==> src/rtl/ebw_pkg.sv <==
package ebw_pkg;

  // Register indices and byte addresses
  localparam logic [7:0]  EBW_IDX_DELAY_CTRL  = 8'hA7;
  localparam logic [11:0] EBW_ADDR_DELAY_CTRL = {2'h0, EBW_IDX_DELAY_CTRL, 2'h0};
  localparam logic [11:0] EBW_ADDR_USER_CFG   = 12'h2A0;
  localparam logic [11:0] EBW_ADDR_STATUS     = 12'h2A4;

  // bus_delay_control fields
  localparam int          EBW_BIT_LIVE_HOLD   = 0;
  localparam int          EBW_BIT_PACE_EN     = 1;
  localparam logic [1:0]  EBW_DELAY_CTRL_RST  = 2'h0;

  // user_config_byte0 fields
  localparam int          EBW_CFG_RANGE_LSB   = 0;
  localparam int          EBW_CFG_PAGE_BIT    = 2;
  localparam logic [2:0]  EBW_USER_CFG_RST    = 3'h3;

  // Status fields
  localparam int          EBW_ST_BUSY         = 0;
  localparam int          EBW_ST_HOLDING      = 1;
  localparam int          EBW_ST_HOLD_PIN     = 2;
  localparam int          EBW_ST_SUPPRESSED   = 3;
  localparam int          EBW_ST_COUNT_LSB    = 8;

  // Write strobe address range codes
  localparam logic [1:0]  EBW_RANGE_NONE      = 2'h0;
  localparam logic [1:0]  EBW_RANGE_TOP_QTR   = 2'h1;
  localparam logic [1:0]  EBW_RANGE_TOP_HALF  = 2'h2;
  localparam logic [1:0]  EBW_RANGE_ALL       = 2'h3;

  // Pace clock: toggles every oscillator cycle, so runs at half rate
  localparam logic [3:0]  EBW_PACE_HALF_CYCLES = 4'h1;

  // Hold count saturation
  localparam logic [7:0]  EBW_HOLD_COUNT_MAX  = 8'hFF;

  typedef enum logic [2:0] {
    EBW_IDLE = 3'b000,
    EBW_ADDR = 3'b001,
    EBW_DATA = 3'b010,
    EBW_HOLD = 3'b011,
    EBW_DONE = 3'b100
  } ebw_state_t;

endpackage

==> src/rtl/ebw_pace_div.sv <==
`timescale 1ns/1ps
`default_nettype none

module ebw_pace_div (
  input  wire logic clk,
  input  wire logic rst_n,
  input  wire logic enable,
  output var  logic paceOut
);

  logic [3:0] divCount_reg;
  logic       tick;

  // Divider producing a one-cycle tick every half period
  always_ff @(posedge clk or negedge rst_n) begin
    if (!rst_n) begin
      divCount_reg <= 4'h0;
    end else if (!enable || divCount_reg == ebw_pkg::EBW_PACE_HALF_CYCLES - 4'h1) begin
      divCount_reg <= 4'h0;
    end else begin
      divCount_reg <= divCount_reg + 4'h1;
    end
  end

  assign tick = enable && (divCount_reg == ebw_pkg::EBW_PACE_HALF_CYCLES - 4'h1);

  // Square wave output, parked low while disabled
  always_ff @(posedge clk or negedge rst_n) begin
    if (!rst_n) begin
      paceOut <= 1'b0;
    end else if (!enable) begin
      paceOut <= 1'b0;
    end else if (tick) begin
      paceOut <= ~paceOut;
    end
  end

endmodule

`default_nettype wire

==> src/rtl/ebw_bus_ctrl.sv <==
// Behaviour
// - Hold input is honoured only once live_hold_enable (control bit 0) is set.
// - Memory drives hold input in real time; device uses it to finish cycle.
// - Pace clock output is driven only when pace_clock_enable (control bit 1) set.
// - Enabled pace clock is a square wave at half the oscillator rate.
// - Write strobe asserts only inside address range chosen by strobe_range_select.
// - Non-page mode: upper address on port 2, address/data multiplexed on port 0.
// - Page mode: low address on port 0; port 2 carries upper address then data.
`timescale 1ns/1ps
`default_nettype none

module ebw_bus_ctrl (
  input  wire logic        mclk,
  input  wire logic        reset_n,
  // APB slave
  input  wire logic        psel,
  input  wire logic        penable,
  input  wire logic        pwrite,
  input  wire logic [11:0] paddr,
  input  wire logic [31:0] pwdata,
  output var  logic [31:0] prdata,
  output var  logic        pready,
  output var  logic        pslverr,
  // User request side
  input  wire logic        reqValid,
  input  wire logic        reqWrite,
  input  wire logic [15:0] reqAddr,
  input  wire logic [7:0]  reqWdata,
  output var  logic        reqReady,
  output var  logic        doneValid,
  output var  logic [7:0]  doneRdata,
  // External bus pins
  input  wire logic [7:0]  port0In,
  output var  logic [7:0]  port0Out,
  output var  logic        port0Oe,
  input  wire logic [7:0]  port2In,
  output var  logic [7:0]  port2Out,
  output var  logic        port2Oe,
  output var  logic        addrLatchEn,
  output var  logic        writeStrobe_n,
  input  wire logic        readyHoldIn_n,
  output var  logic        busPaceClockOut
);

  logic                rstMeta_n;
  logic                rstSync_n;
  logic [1:0]          delayCtrl_reg;
  logic [2:0]          userCfg_reg;
  logic                suppressed_reg;
  logic [7:0]          holdCount_reg;
  ebw_pkg::ebw_state_t state_reg;
  ebw_pkg::ebw_state_t state_next;
  logic                curWrite_reg;
  logic [15:0]         curAddr_reg;
  logic [7:0]          curWdata_reg;
  logic                curInRange_reg;
  logic                liveHoldEnable;
  logic                paceClockEnable;
  logic                pageMode;
  logic [1:0]          rangeSel;
  logic                holdActive;
  logic                reqInRange;
  logic                apbSetup;
  logic                apbWrite;
  logic                addrMapped;
  logic                statusClear;

  // Reset release through two flops
  always_ff @(posedge mclk or negedge reset_n) begin
    if (!reset_n) begin
      rstMeta_n <= 1'b0;
      rstSync_n <= 1'b0;
    end else begin
      rstMeta_n <= 1'b1;
      rstSync_n <= rstMeta_n;
    end
  end

  // Configuration fields
  assign liveHoldEnable  = delayCtrl_reg[ebw_pkg::EBW_BIT_LIVE_HOLD];
  assign paceClockEnable = delayCtrl_reg[ebw_pkg::EBW_BIT_PACE_EN];
  assign pageMode        = userCfg_reg[ebw_pkg::EBW_CFG_PAGE_BIT];
  assign rangeSel        = userCfg_reg[ebw_pkg::EBW_CFG_RANGE_LSB +: 2];

  // Hold input counts only when enabled
  assign holdActive = liveHoldEnable && !readyHoldIn_n;

  // Address range qualification of the write strobe
  always_comb begin
    unique case (rangeSel)
      ebw_pkg::EBW_RANGE_NONE:     reqInRange = 1'b0;
      ebw_pkg::EBW_RANGE_TOP_QTR:  reqInRange = (reqAddr[15:14] == 2'h3);
      ebw_pkg::EBW_RANGE_TOP_HALF: reqInRange = reqAddr[15];
      ebw_pkg::EBW_RANGE_ALL:      reqInRange = 1'b1;
    endcase
  end

  // APB decode
  assign apbSetup   = psel && !penable;
  assign apbWrite   = psel && penable && pready && pwrite;
  assign addrMapped = (paddr == ebw_pkg::EBW_ADDR_DELAY_CTRL) ||
                      (paddr == ebw_pkg::EBW_ADDR_USER_CFG) ||
                      (paddr == ebw_pkg::EBW_ADDR_STATUS);
  assign statusClear = apbWrite && (paddr == ebw_pkg::EBW_ADDR_STATUS) &&
                       pwdata[ebw_pkg::EBW_ST_SUPPRESSED];

  // Answer in the first access cycle
  always_ff @(posedge mclk or negedge rstSync_n) begin
    if (!rstSync_n) begin
      pready  <= 1'b0;
      pslverr <= 1'b0;
    end else begin
      pready  <= apbSetup;
      pslverr <= apbSetup && !addrMapped;
    end
  end

  // Read data captured at setup
  always_ff @(posedge mclk or negedge rstSync_n) begin
    if (!rstSync_n) begin
      prdata <= 32'h0000_0000;
    end else if (apbSetup) begin
      prdata <= 32'h0000_0000;
      if (paddr == ebw_pkg::EBW_ADDR_DELAY_CTRL) begin
        prdata[1:0] <= delayCtrl_reg;
      end else if (paddr == ebw_pkg::EBW_ADDR_USER_CFG) begin
        prdata[2:0] <= userCfg_reg;
      end else if (paddr == ebw_pkg::EBW_ADDR_STATUS) begin
        prdata[ebw_pkg::EBW_ST_BUSY]      <= (state_reg != ebw_pkg::EBW_IDLE);
        prdata[ebw_pkg::EBW_ST_HOLDING]   <= (state_reg == ebw_pkg::EBW_HOLD);
        prdata[ebw_pkg::EBW_ST_HOLD_PIN]  <= readyHoldIn_n;
        prdata[ebw_pkg::EBW_ST_SUPPRESSED] <= suppressed_reg;
        prdata[ebw_pkg::EBW_ST_COUNT_LSB +: 8] <= holdCount_reg;
      end
    end
  end

  // bus_delay_control register
  always_ff @(posedge mclk or negedge rstSync_n) begin
    if (!rstSync_n) begin
      delayCtrl_reg <= ebw_pkg::EBW_DELAY_CTRL_RST;
    end else if (apbWrite && paddr == ebw_pkg::EBW_ADDR_DELAY_CTRL) begin
      delayCtrl_reg <= pwdata[1:0];
    end
  end

  // user_config_byte0 register
  always_ff @(posedge mclk or negedge rstSync_n) begin
    if (!rstSync_n) begin
      userCfg_reg <= ebw_pkg::EBW_USER_CFG_RST;
    end else if (apbWrite && paddr == ebw_pkg::EBW_ADDR_USER_CFG) begin
      userCfg_reg <= pwdata[2:0];
    end
  end

  // Sticky flag for writes made without strobe; a new event beats the clear
  always_ff @(posedge mclk or negedge rstSync_n) begin
    if (!rstSync_n) begin
      suppressed_reg <= 1'b0;
    end else if (state_reg == ebw_pkg::EBW_IDLE && reqValid && reqReady && reqWrite && !reqInRange) begin
      suppressed_reg <= 1'b1;
    end else if (statusClear) begin
      suppressed_reg <= 1'b0;
    end
  end

  // Cycle sequencer next state
  always_comb begin
    state_next = state_reg;
    unique case (state_reg)
      ebw_pkg::EBW_IDLE: begin
        if (reqValid && reqReady) begin
          state_next = ebw_pkg::EBW_ADDR;
        end
      end
      ebw_pkg::EBW_ADDR: begin
        state_next = ebw_pkg::EBW_DATA;
      end
      ebw_pkg::EBW_DATA: begin
        state_next = holdActive ? ebw_pkg::EBW_HOLD : ebw_pkg::EBW_DONE;
      end
      ebw_pkg::EBW_HOLD: begin
        state_next = holdActive ? ebw_pkg::EBW_HOLD : ebw_pkg::EBW_DONE;
      end
      ebw_pkg::EBW_DONE: begin
        state_next = ebw_pkg::EBW_IDLE;
      end
      default: begin
        state_next = ebw_pkg::EBW_IDLE;
      end
    endcase
  end

  // State register
  always_ff @(posedge mclk or negedge rstSync_n) begin
    if (!rstSync_n) begin
      state_reg <= ebw_pkg::EBW_IDLE;
    end else begin
      state_reg <= state_next;
    end
  end

  // Request capture
  always_ff @(posedge mclk or negedge rstSync_n) begin
    if (!rstSync_n) begin
      curWrite_reg   <= 1'b0;
      curAddr_reg    <= 16'h0000;
      curWdata_reg   <= 8'h00;
      curInRange_reg <= 1'b0;
    end else if (state_reg == ebw_pkg::EBW_IDLE && reqValid && reqReady) begin
      curWrite_reg   <= reqWrite;
      curAddr_reg    <= reqAddr;
      curWdata_reg   <= reqWdata;
      curInRange_reg <= reqInRange;
    end
  end

  // Request ready only while idle and not about to start
  always_ff @(posedge mclk or negedge rstSync_n) begin
    if (!rstSync_n) begin
      reqReady <= 1'b0;
    end else begin
      reqReady <= (state_next == ebw_pkg::EBW_IDLE) && !(state_reg == ebw_pkg::EBW_IDLE && reqValid && reqReady);
    end
  end

  // Hold extension counter, restarted per cycle, saturating
  always_ff @(posedge mclk or negedge rstSync_n) begin
    if (!rstSync_n) begin
      holdCount_reg <= 8'h00;
    end else if (state_reg == ebw_pkg::EBW_ADDR) begin
      holdCount_reg <= 8'h00;
    end else if (state_next == ebw_pkg::EBW_HOLD && holdCount_reg != ebw_pkg::EBW_HOLD_COUNT_MAX) begin
      holdCount_reg <= holdCount_reg + 8'h01;
    end
  end

  // Completion pulse and read data, taken when the hold releases
  always_ff @(posedge mclk or negedge rstSync_n) begin
    if (!rstSync_n) begin
      doneValid <= 1'b0;
      doneRdata <= 8'h00;
    end else begin
      doneValid <= (state_next == ebw_pkg::EBW_DONE);
      if (state_next == ebw_pkg::EBW_DONE && !curWrite_reg) begin
        doneRdata <= pageMode ? port2In : port0In;
      end
    end
  end

  // Port 0 drive
  always_ff @(posedge mclk or negedge rstSync_n) begin
    if (!rstSync_n) begin
      port0Out <= 8'h00;
      port0Oe  <= 1'b0;
    end else begin
      unique case (state_next)
        ebw_pkg::EBW_ADDR: begin
          port0Out <= reqAddr[7:0];
          port0Oe  <= 1'b1;
        end
        ebw_pkg::EBW_DATA, ebw_pkg::EBW_HOLD: begin
          if (pageMode) begin
            port0Out <= curAddr_reg[7:0];
            port0Oe  <= 1'b1;
          end else begin
            port0Out <= curWdata_reg;
            port0Oe  <= curWrite_reg;
          end
        end
        default: begin
          port0Out <= 8'h00;
          port0Oe  <= 1'b0;
        end
      endcase
    end
  end

  // Port 2 drive
  always_ff @(posedge mclk or negedge rstSync_n) begin
    if (!rstSync_n) begin
      port2Out <= 8'h00;
      port2Oe  <= 1'b0;
    end else begin
      unique case (state_next)
        ebw_pkg::EBW_ADDR: begin
          port2Out <= reqAddr[15:8];
          port2Oe  <= 1'b1;
        end
        ebw_pkg::EBW_DATA, ebw_pkg::EBW_HOLD: begin
          if (pageMode) begin
            port2Out <= curWdata_reg;
            port2Oe  <= curWrite_reg;
          end else begin
            port2Out <= curAddr_reg[15:8];
            port2Oe  <= 1'b1;
          end
        end
        default: begin
          port2Out <= 8'h00;
          port2Oe  <= 1'b0;
        end
      endcase
    end
  end

  // Address latch enable and qualified write strobe
  always_ff @(posedge mclk or negedge rstSync_n) begin
    if (!rstSync_n) begin
      addrLatchEn   <= 1'b0;
      writeStrobe_n <= 1'b1;
    end else begin
      addrLatchEn   <= (state_next == ebw_pkg::EBW_ADDR);
      writeStrobe_n <= !((state_next == ebw_pkg::EBW_DATA || state_next == ebw_pkg::EBW_HOLD) &&
                         curWrite_reg && curInRange_reg);
    end
  end

  // Pace clock generator
  ebw_pace_div u_pace (
    .clk     (mclk),
    .rst_n   (rstSync_n),
    .enable  (paceClockEnable),
    .paceOut (busPaceClockOut)
  );

endmodule

`default_nettype wire

==> config.mk <==
export PLATFORM = sky130hd
export DESIGN_NAME = ebw_bus_ctrl
export DESIGN_NICKNAME = d
export VERILOG_FILES = /design/src/rtl/ebw_pkg.sv /design/src/rtl/ebw_pace_div.sv /design/src/rtl/ebw_bus_ctrl.sv
export SDC_FILE = /design/constraint.sdc
export NUM_CORES = 1
export LEC_CHECK = 0
export ABC_AREA = 1
export BUFFER_PORTS_ARGS = -buffer_cell sky130_fd_sc_hd__buf_2
export CAP_MARGIN = 10
export CORE_ASPECT_RATIO = 1.5
export CORE_MARGIN = 5
export CORE_UTILIZATION = 45
export CTS_CLUSTER_DIAMETER = 50
export DETAILED_ROUTE_END_ITERATION = 6
export PLACE_DENSITY = 0.88
export SLEW_MARGIN = 40
export SYNTH_ARGS = -nofsm -noshare
export SYNTH_HDL_FRONTEND = slang
export SYNTH_SLANG_ARGS = --single-unit
==> constraint.sdc <==
create_clock -name mclk -period 2.9 [get_ports mclk]
set_input_delay 0 -clock mclk [delete_from_list [all_inputs] [get_ports mclk]]
set_output_delay 0 -clock mclk [all_outputs]
set_load 0.05 [all_outputs]
==> results of run 1 <==
-- cell families after synthesis --
family                     Yosys count  synth area share, %
AOI/OAI and AO/OA                   69                 9.90
xor gates and xnor gates             5                 1.02
adders and majority gates            3                0.876
buffers and inverters               92                 10.5
DFF                                 94                 55.0
other                                2                0.175
and+or+nand+nor                    237                 22.6
-- power groups by stage --
stage	Combinational [mW]	Clock, mW	Sequential (mW)
3_5_place_dp	1.66	0	1.89
3_3_place_gp	1.62	0	1.87
4_1_cts	1.71	1.24	1.87
6_report	1.71	1.21	1.87
2_1_floorplan	0.708	0	2.46
5_1_grt	1.87	1.28	1.91
-- final cells by class --
cell class                 count  area [um2]  share of cell area [%]
timing repair buffer         159        1040                    18.6
clock inverter                 4        72.6                    1.29
multi-input combinational    335        1550                    27.7
clock buffer                  11         233                    4.15
inverter                      56         210                    3.75
sequential                    94        2360                    42.1
tap                          112         140                    2.50
-- cell usage in the layout (no fill, tap or decap) --
cell             n
nand2_1        171
buf_2          108
dfrtp_1         90
inv_1           53
dlygate4sd3_1   47
o21ai_0         37
nor2_1          27
nand3_1         22
conb_1          21
o211ai_1        16
clkbuf_16        9
o31ai_1          8
nand4_1          6
nor3_1           4
xor2_1           4
buf_4            4
nand2_2          3
ha_1             3
dfstp_2          3
inv_2            2
a21oi_1          2
o21ai_2          2
bufinv_16        2
clkbuf_1         2
a211oi_2         1
nor2_4           1
nor3_2           1
clkinv_1         1
xnor2_1          1
nor2_2           1
a211oi_1         1
a31oi_1          1
o21ai_1          1
and2b_4          1
clkinv_2         1
clkinvlp_4       1
dfrtp_4          1
-- worst reg2reg max path, cell delays in order, from the launching register on --
cell and delay [ns]:
dfrtp_1 0.33, buf_4 0.33, clkinv_1 0.64, nand2_1 0.27
nand2_1 0.08, dlygate4sd3_1 0.57, nand2_1 0.07, o21ai_0 0.07
-- how the worst max path moves through the flow --
stage,cells after the start,slack (ns),startpoint,end
4_1_cts,7,0.44,userCfg_reg[2],doneRdata[4]
5_1_grt,7,0.27,userCfg_reg[2],doneRdata[2]
6_report,7,0.42,userCfg_reg[2],doneRdata[1]
3_5_place_dp,6,1.02,userCfg_reg[2],doneRdata[3]
3_3_place_gp,4,1.02,userCfg_reg[2],port2Out[0]
2_1_floorplan,0,0.09,rstSync_n,addrLatchEn
-- per-layer routing --
metal,routed length [um],part of all wire [%]
met1,4250,39
met2,5660,52
met3,724,6.7
met4,253,2.3
met5,0,0
-- stage by stage --
step,cell area (um2),hold slack (ns),setup slack [ns]
after global routing,5610,0.0390,0.272
after detailed placement,4830,-0.213,1.02
final,5610,0.00938,0.420
after CTS,5610,0.0150,0.437
after global placement,4830,-0.215,1.02
after floorplan,4360,-0.296,0.0930
==> impl_metrics.ini, run 1 <==
[synth]
synth-seq-cells = 94
yosys-top-cells-count = 171 x nand2_1, 91 x dfrtp_1, 53 x inv_1, 37 x o21ai_0, 27 x nor2_1
avgSynthCellArea_um2 = 8.54
synth_warnings = 0
synthTopCellsByArea = dfrtp_1 53%, nand2_1 15%, inv_1 4.6%
synth_edf_count = 0
synth_cells = 502
seq_area_frac_synth_pct = 55.0
async_flop_share_pct = 100
synth_area_leader_cell = dfrtp_1
synthFlopType = dfrtp_1
yosys.cell_types.count = 33
synth_area_um2 = 4290
synth_top_area_share_pct = 53.1
yosysMostFrequentCell = nand2_1

[worst_hold_path]
min_path_cells = 5
hold_class = in2reg
min_to = doneRdata[5]
hp-start = port2In[5]

[clocking]
h-tree-depth = 3
cts-resized-gates = 0
insertion_delay_ns = 0.34
cts_setup_buffers = 0
clockBufferDepth = 2
cts_hold_buffers = 47
numCtsBuffers = 9
cts.clk_slew.worst_paths_ns = 0.06
clock-sinks = 94
cts_tree = done
cts-root-buf = clkbuf_16

[detailed_routing]
drt_iter0_markers = 259
routed_wire_length_per_instance_um = 14.1
vias = 3829
dr.pass1.iters = 5
drc = 0
finalWirelength_um = 10900
drt.antenna.violating_nets = 0
vias_per_cell = 4.97

[floorplanning]
start_util_pct = 46.0
die_w_um = 89.7
num_rows = 43
die_h_um = 130
fp.dieArea_um2 = 11600
io_pins = 157
core-area_um2 = 9310

[critical_path]
cpMostUsedCell = nand2_1
path_buf_inv = 3
reg2reg_depth = 7
required_ns = 3.11
rrSetupSlack_ns = 0.42
crit_slowest_cell = clkinv_1
crit_path_cell_trace = buf_4 -> clkinv_1 -> nand2_1 -> nand2_1 -> dlygate4sd3_1 -> nand2_1 -> o21ai_0
crit_fanout = 34
r2r_start = userCfg_reg[2]
timing.rr.end = doneRdata[1]
max_stage_delay_ns = 0.63
crit_type = reg2reg
startpoint_type = flop
end_kind = flop
cpLargestDelayFamily = buffers and inverters
worstPathArrival_ns = 2.69

[sta]
fin_crit_sh_pct = 85.5
finalMaxSlewViolations = 0
final-setup-viol-count = 0
final_hold_viol_count = 0
rsz0062_at_grt = false
clock.fmax_mhz = 403
fin_setup_tns_ns = 0
layout_min_cycle_time_ns = 2.48
relSlewSlack_pct = 55.6
finClkSkew_ns = 0.00902
tightest_slew_ns = 0.662

[grt]
grt_use_met3_pct = 4.33
use_met2_pct = 33.5
grtUsageMet1_pct = 24.0
antenna_found_initial = 0
overflow = 0
grt_pass1_wl_um = 17900
grt_max_degree = 53
track_usage_pct = 19.9
grt_pass1_vias = 3924
busiest_layer = met2

[pwr]
swShare_pct = 40.5
p_leak_nw = 3.02
powerDensity_nw_per_um2 = 855
power.switching_mw = 1.94
combPwrFrac_pct = 35.6
clkPwrFrac_pct = 25.3
p_seq_share_pct = 39.1
irDropWorstVdd_mv = 0.655
power_mw = 4.80
p_int_mw = 2.85

[placement]
routabilityCongestion = 0.904
dp.cells = 709
hpwlAfterDp_um = 7130
portBuffers = 108

[layout]
stdcell_count = 771
fillCellCount = 730
largest_reg_flops = 16
area_growth_pct = 30.9
diodes = 0
layout-drive-gt1-share_pct = 21.4
fin_nets = 750
post-route-util_pct = 60.3

[outcome]
status = finished, final reports clean

[run]
drv_cap = 0
Note: power is estimated with default switching activity, not from simulation.
==> run 2: changes to the inputs <==
CORE_UTILIZATION = 49   (was 45)
CTS_CLUSTER_SIZE = 25   (was not set)
PLACE_DENSITY = 0.9   (was 0.88)
clock period = 2.3 ns   (was 2.9 ns; I/O delays follow)
==> run 2 against run 1 <==
Combinational power rose by 29%; die area fell by 7.4%; core utilization rose by 6.1 points; power rose by 26%; clock power rose by 21%; critical path depth fell by 1.
==> impl_metrics.ini, run 2 (synthesis gave the netlist of run 1 again) <==
[outcome]
status = finished, final reports clean

[layout]
diodes = 0
fillCellCount = 624
final_cell_mix = 171 x nand2_1, 108 x buf_2, 90 x dfrtp_1, 53 x inv_1, 48 x dlygate4sd3_1
largest_reg_flops = 16
layout-drive-gt1-share_pct = 21.3
area_growth_pct = 31.0
layout_commonest_cell = nand2_1
fin_nets = 751

[grt]
track_usage_pct = 21.5
antenna_found_initial = 0
grt_pass1_wl_um = 18500
grt_max_degree = 93
overflow = 0
grt_pass1_vias = 3961

[detailed_routing]
routed_wire_length_per_instance_um = 14.5
dr.pass1.iters = 5
drt.antenna.violating_nets = 0
drt_iter0_markers = 258
vias_per_cell = 5.02
finalWirelength_um = 11100
vias = 3853
drc = 0

[critical_path]
path_buf_inv = 2
cpLargestDelayFamily = buffers and inverters
crit_fanout = 19
crit_type = reg2reg
crit_slowest_cell = dlygate4sd3_1
rrSetupSlack_ns = 0.38
cpMostUsedCell = nand2_1
startpoint_type = flop
required_ns = 2.51
worstPathArrival_ns = 2.13
end_kind = flop
max_stage_delay_ns = 0.57
crit_path_cell_trace = clkinv_1 -> nand2_1 -> nand2_1 -> dlygate4sd3_1 -> nand2_1 -> o21ai_0

[sta]
clock.fmax_mhz = 521
layout_min_cycle_time_ns = 1.92
finClkSkew_ns = 0.00637
final-setup-viol-count = 0
finalMaxSlewViolations = 0
relSlewSlack_pct = 59.4
rsz0062_at_grt = false
fin_crit_sh_pct = 83.5
final_hold_viol_count = 0
tightest_slew_ns = 0.608
fin_setup_tns_ns = 0

[clocking]
cts_tree = done
cts.clk_slew.worst_paths_ns = 0.06
cts-root-buf = clkbuf_16
numCtsBuffers = 9
insertion_delay_ns = 0.33
clock-sinks = 94
clockBufferDepth = 2
h-tree-depth = 3

[floorplanning]
core-area_um2 = 8460
fp.dieArea_um2 = 10800
num_rows = 41
die_h_um = 125
start_util_pct = 50.6
die_w_um = 86.4
io_pins = 157

[pwr]
irDropWorstVdd_mv = 0.702
power_mw = 6.03
p_leak_nw = 3.03
powerDensity_nw_per_um2 = 1070

[worst_hold_path]
hold_class = in2reg

[run]
drv_cap = 0

[placement]
hpwlAfterDp_um = 7240
portBuffers = 108
routabilityCongestion = 0.901
## run 2: cell types whose count changed in the layout (fill, tap and decap cells not counted), sizes merged
cell	previous run	this run
dlygate4sd3	47	48
clkbuf	11	13
bufinv	2	1
## run 2: through the flow
stage               cell area [um2]  hold slack, ns  instances  util (%)  worst slack [ns]
detailed placement             4840          -0.209        704      57.2             0.791
floorplan                      4360          -0.296        521         -             0.720
CTS                            5620         0.00841        768      66.3             0.387
global placement               4840          -0.215        704      57.2             0.839
finish                         5620         0.00666        768      66.3             0.379
global route                   5620          0.0520        768      66.3             0.200
## run 2: final timing paths
kind                                      from             end  cells past startpoint
worst max-delay path            userCfg_reg[2]    doneRdata[5]                      6
worst min-delay path                port2In[4]    doneRdata[4]                      5
worst max register to register  userCfg_reg[2]    doneRdata[5]                      6
worst min register to register       rstSync_n  curAddr_reg[3]                      1
max in group asynchronous            rstSync_n   writeStrobe_n                      1
min in group asynchronous            rstSync_n  curAddr_reg[3]                      1
## run 2: area by class of cell
cell class	count	area (um2)	area share, %
clock buffers	13	250	4.46
inverters	56	210	3.74
flip-flops and latches	94	2360	42.0
multi-input cells	335	1550	27.6
well taps	107	134	2.38
repair buffers	160	1060	18.9
clock inverters	3	46.3	0.824
## run 2: power by group
group / internal (mW) / switching [mW]
Clock: 0.875 / 0.585
Combinational: 0.543 / 1.67
Sequential: 2.12 / 0.229
Total: 3.54 / 2.48
## run 2: tightest hold or removal path, stage by stage
cell and delay [ns]:
buf_2 0.07, nand2_1 0.04, nand2_1 0.06, nand2_1 0.04
o21ai_0 0.08
## run 2: routing by layer
metal	vias to the layer above	global-route usage, %	wire length, um
li1	1854	-	-
met1	1808	23.4	4020
met2	165	40.1	6140
met3	26	3.77	681
met4	0	8.17	284
met5	-	0	0
## run 2: repair_timing
action | 4_1_cts | 5_1_grt
hold endpoints to repair | 60 | 0
buffers inserted | 0 | 0
gates resized for setup | 0 | 0
hold buffers | 48 | 0
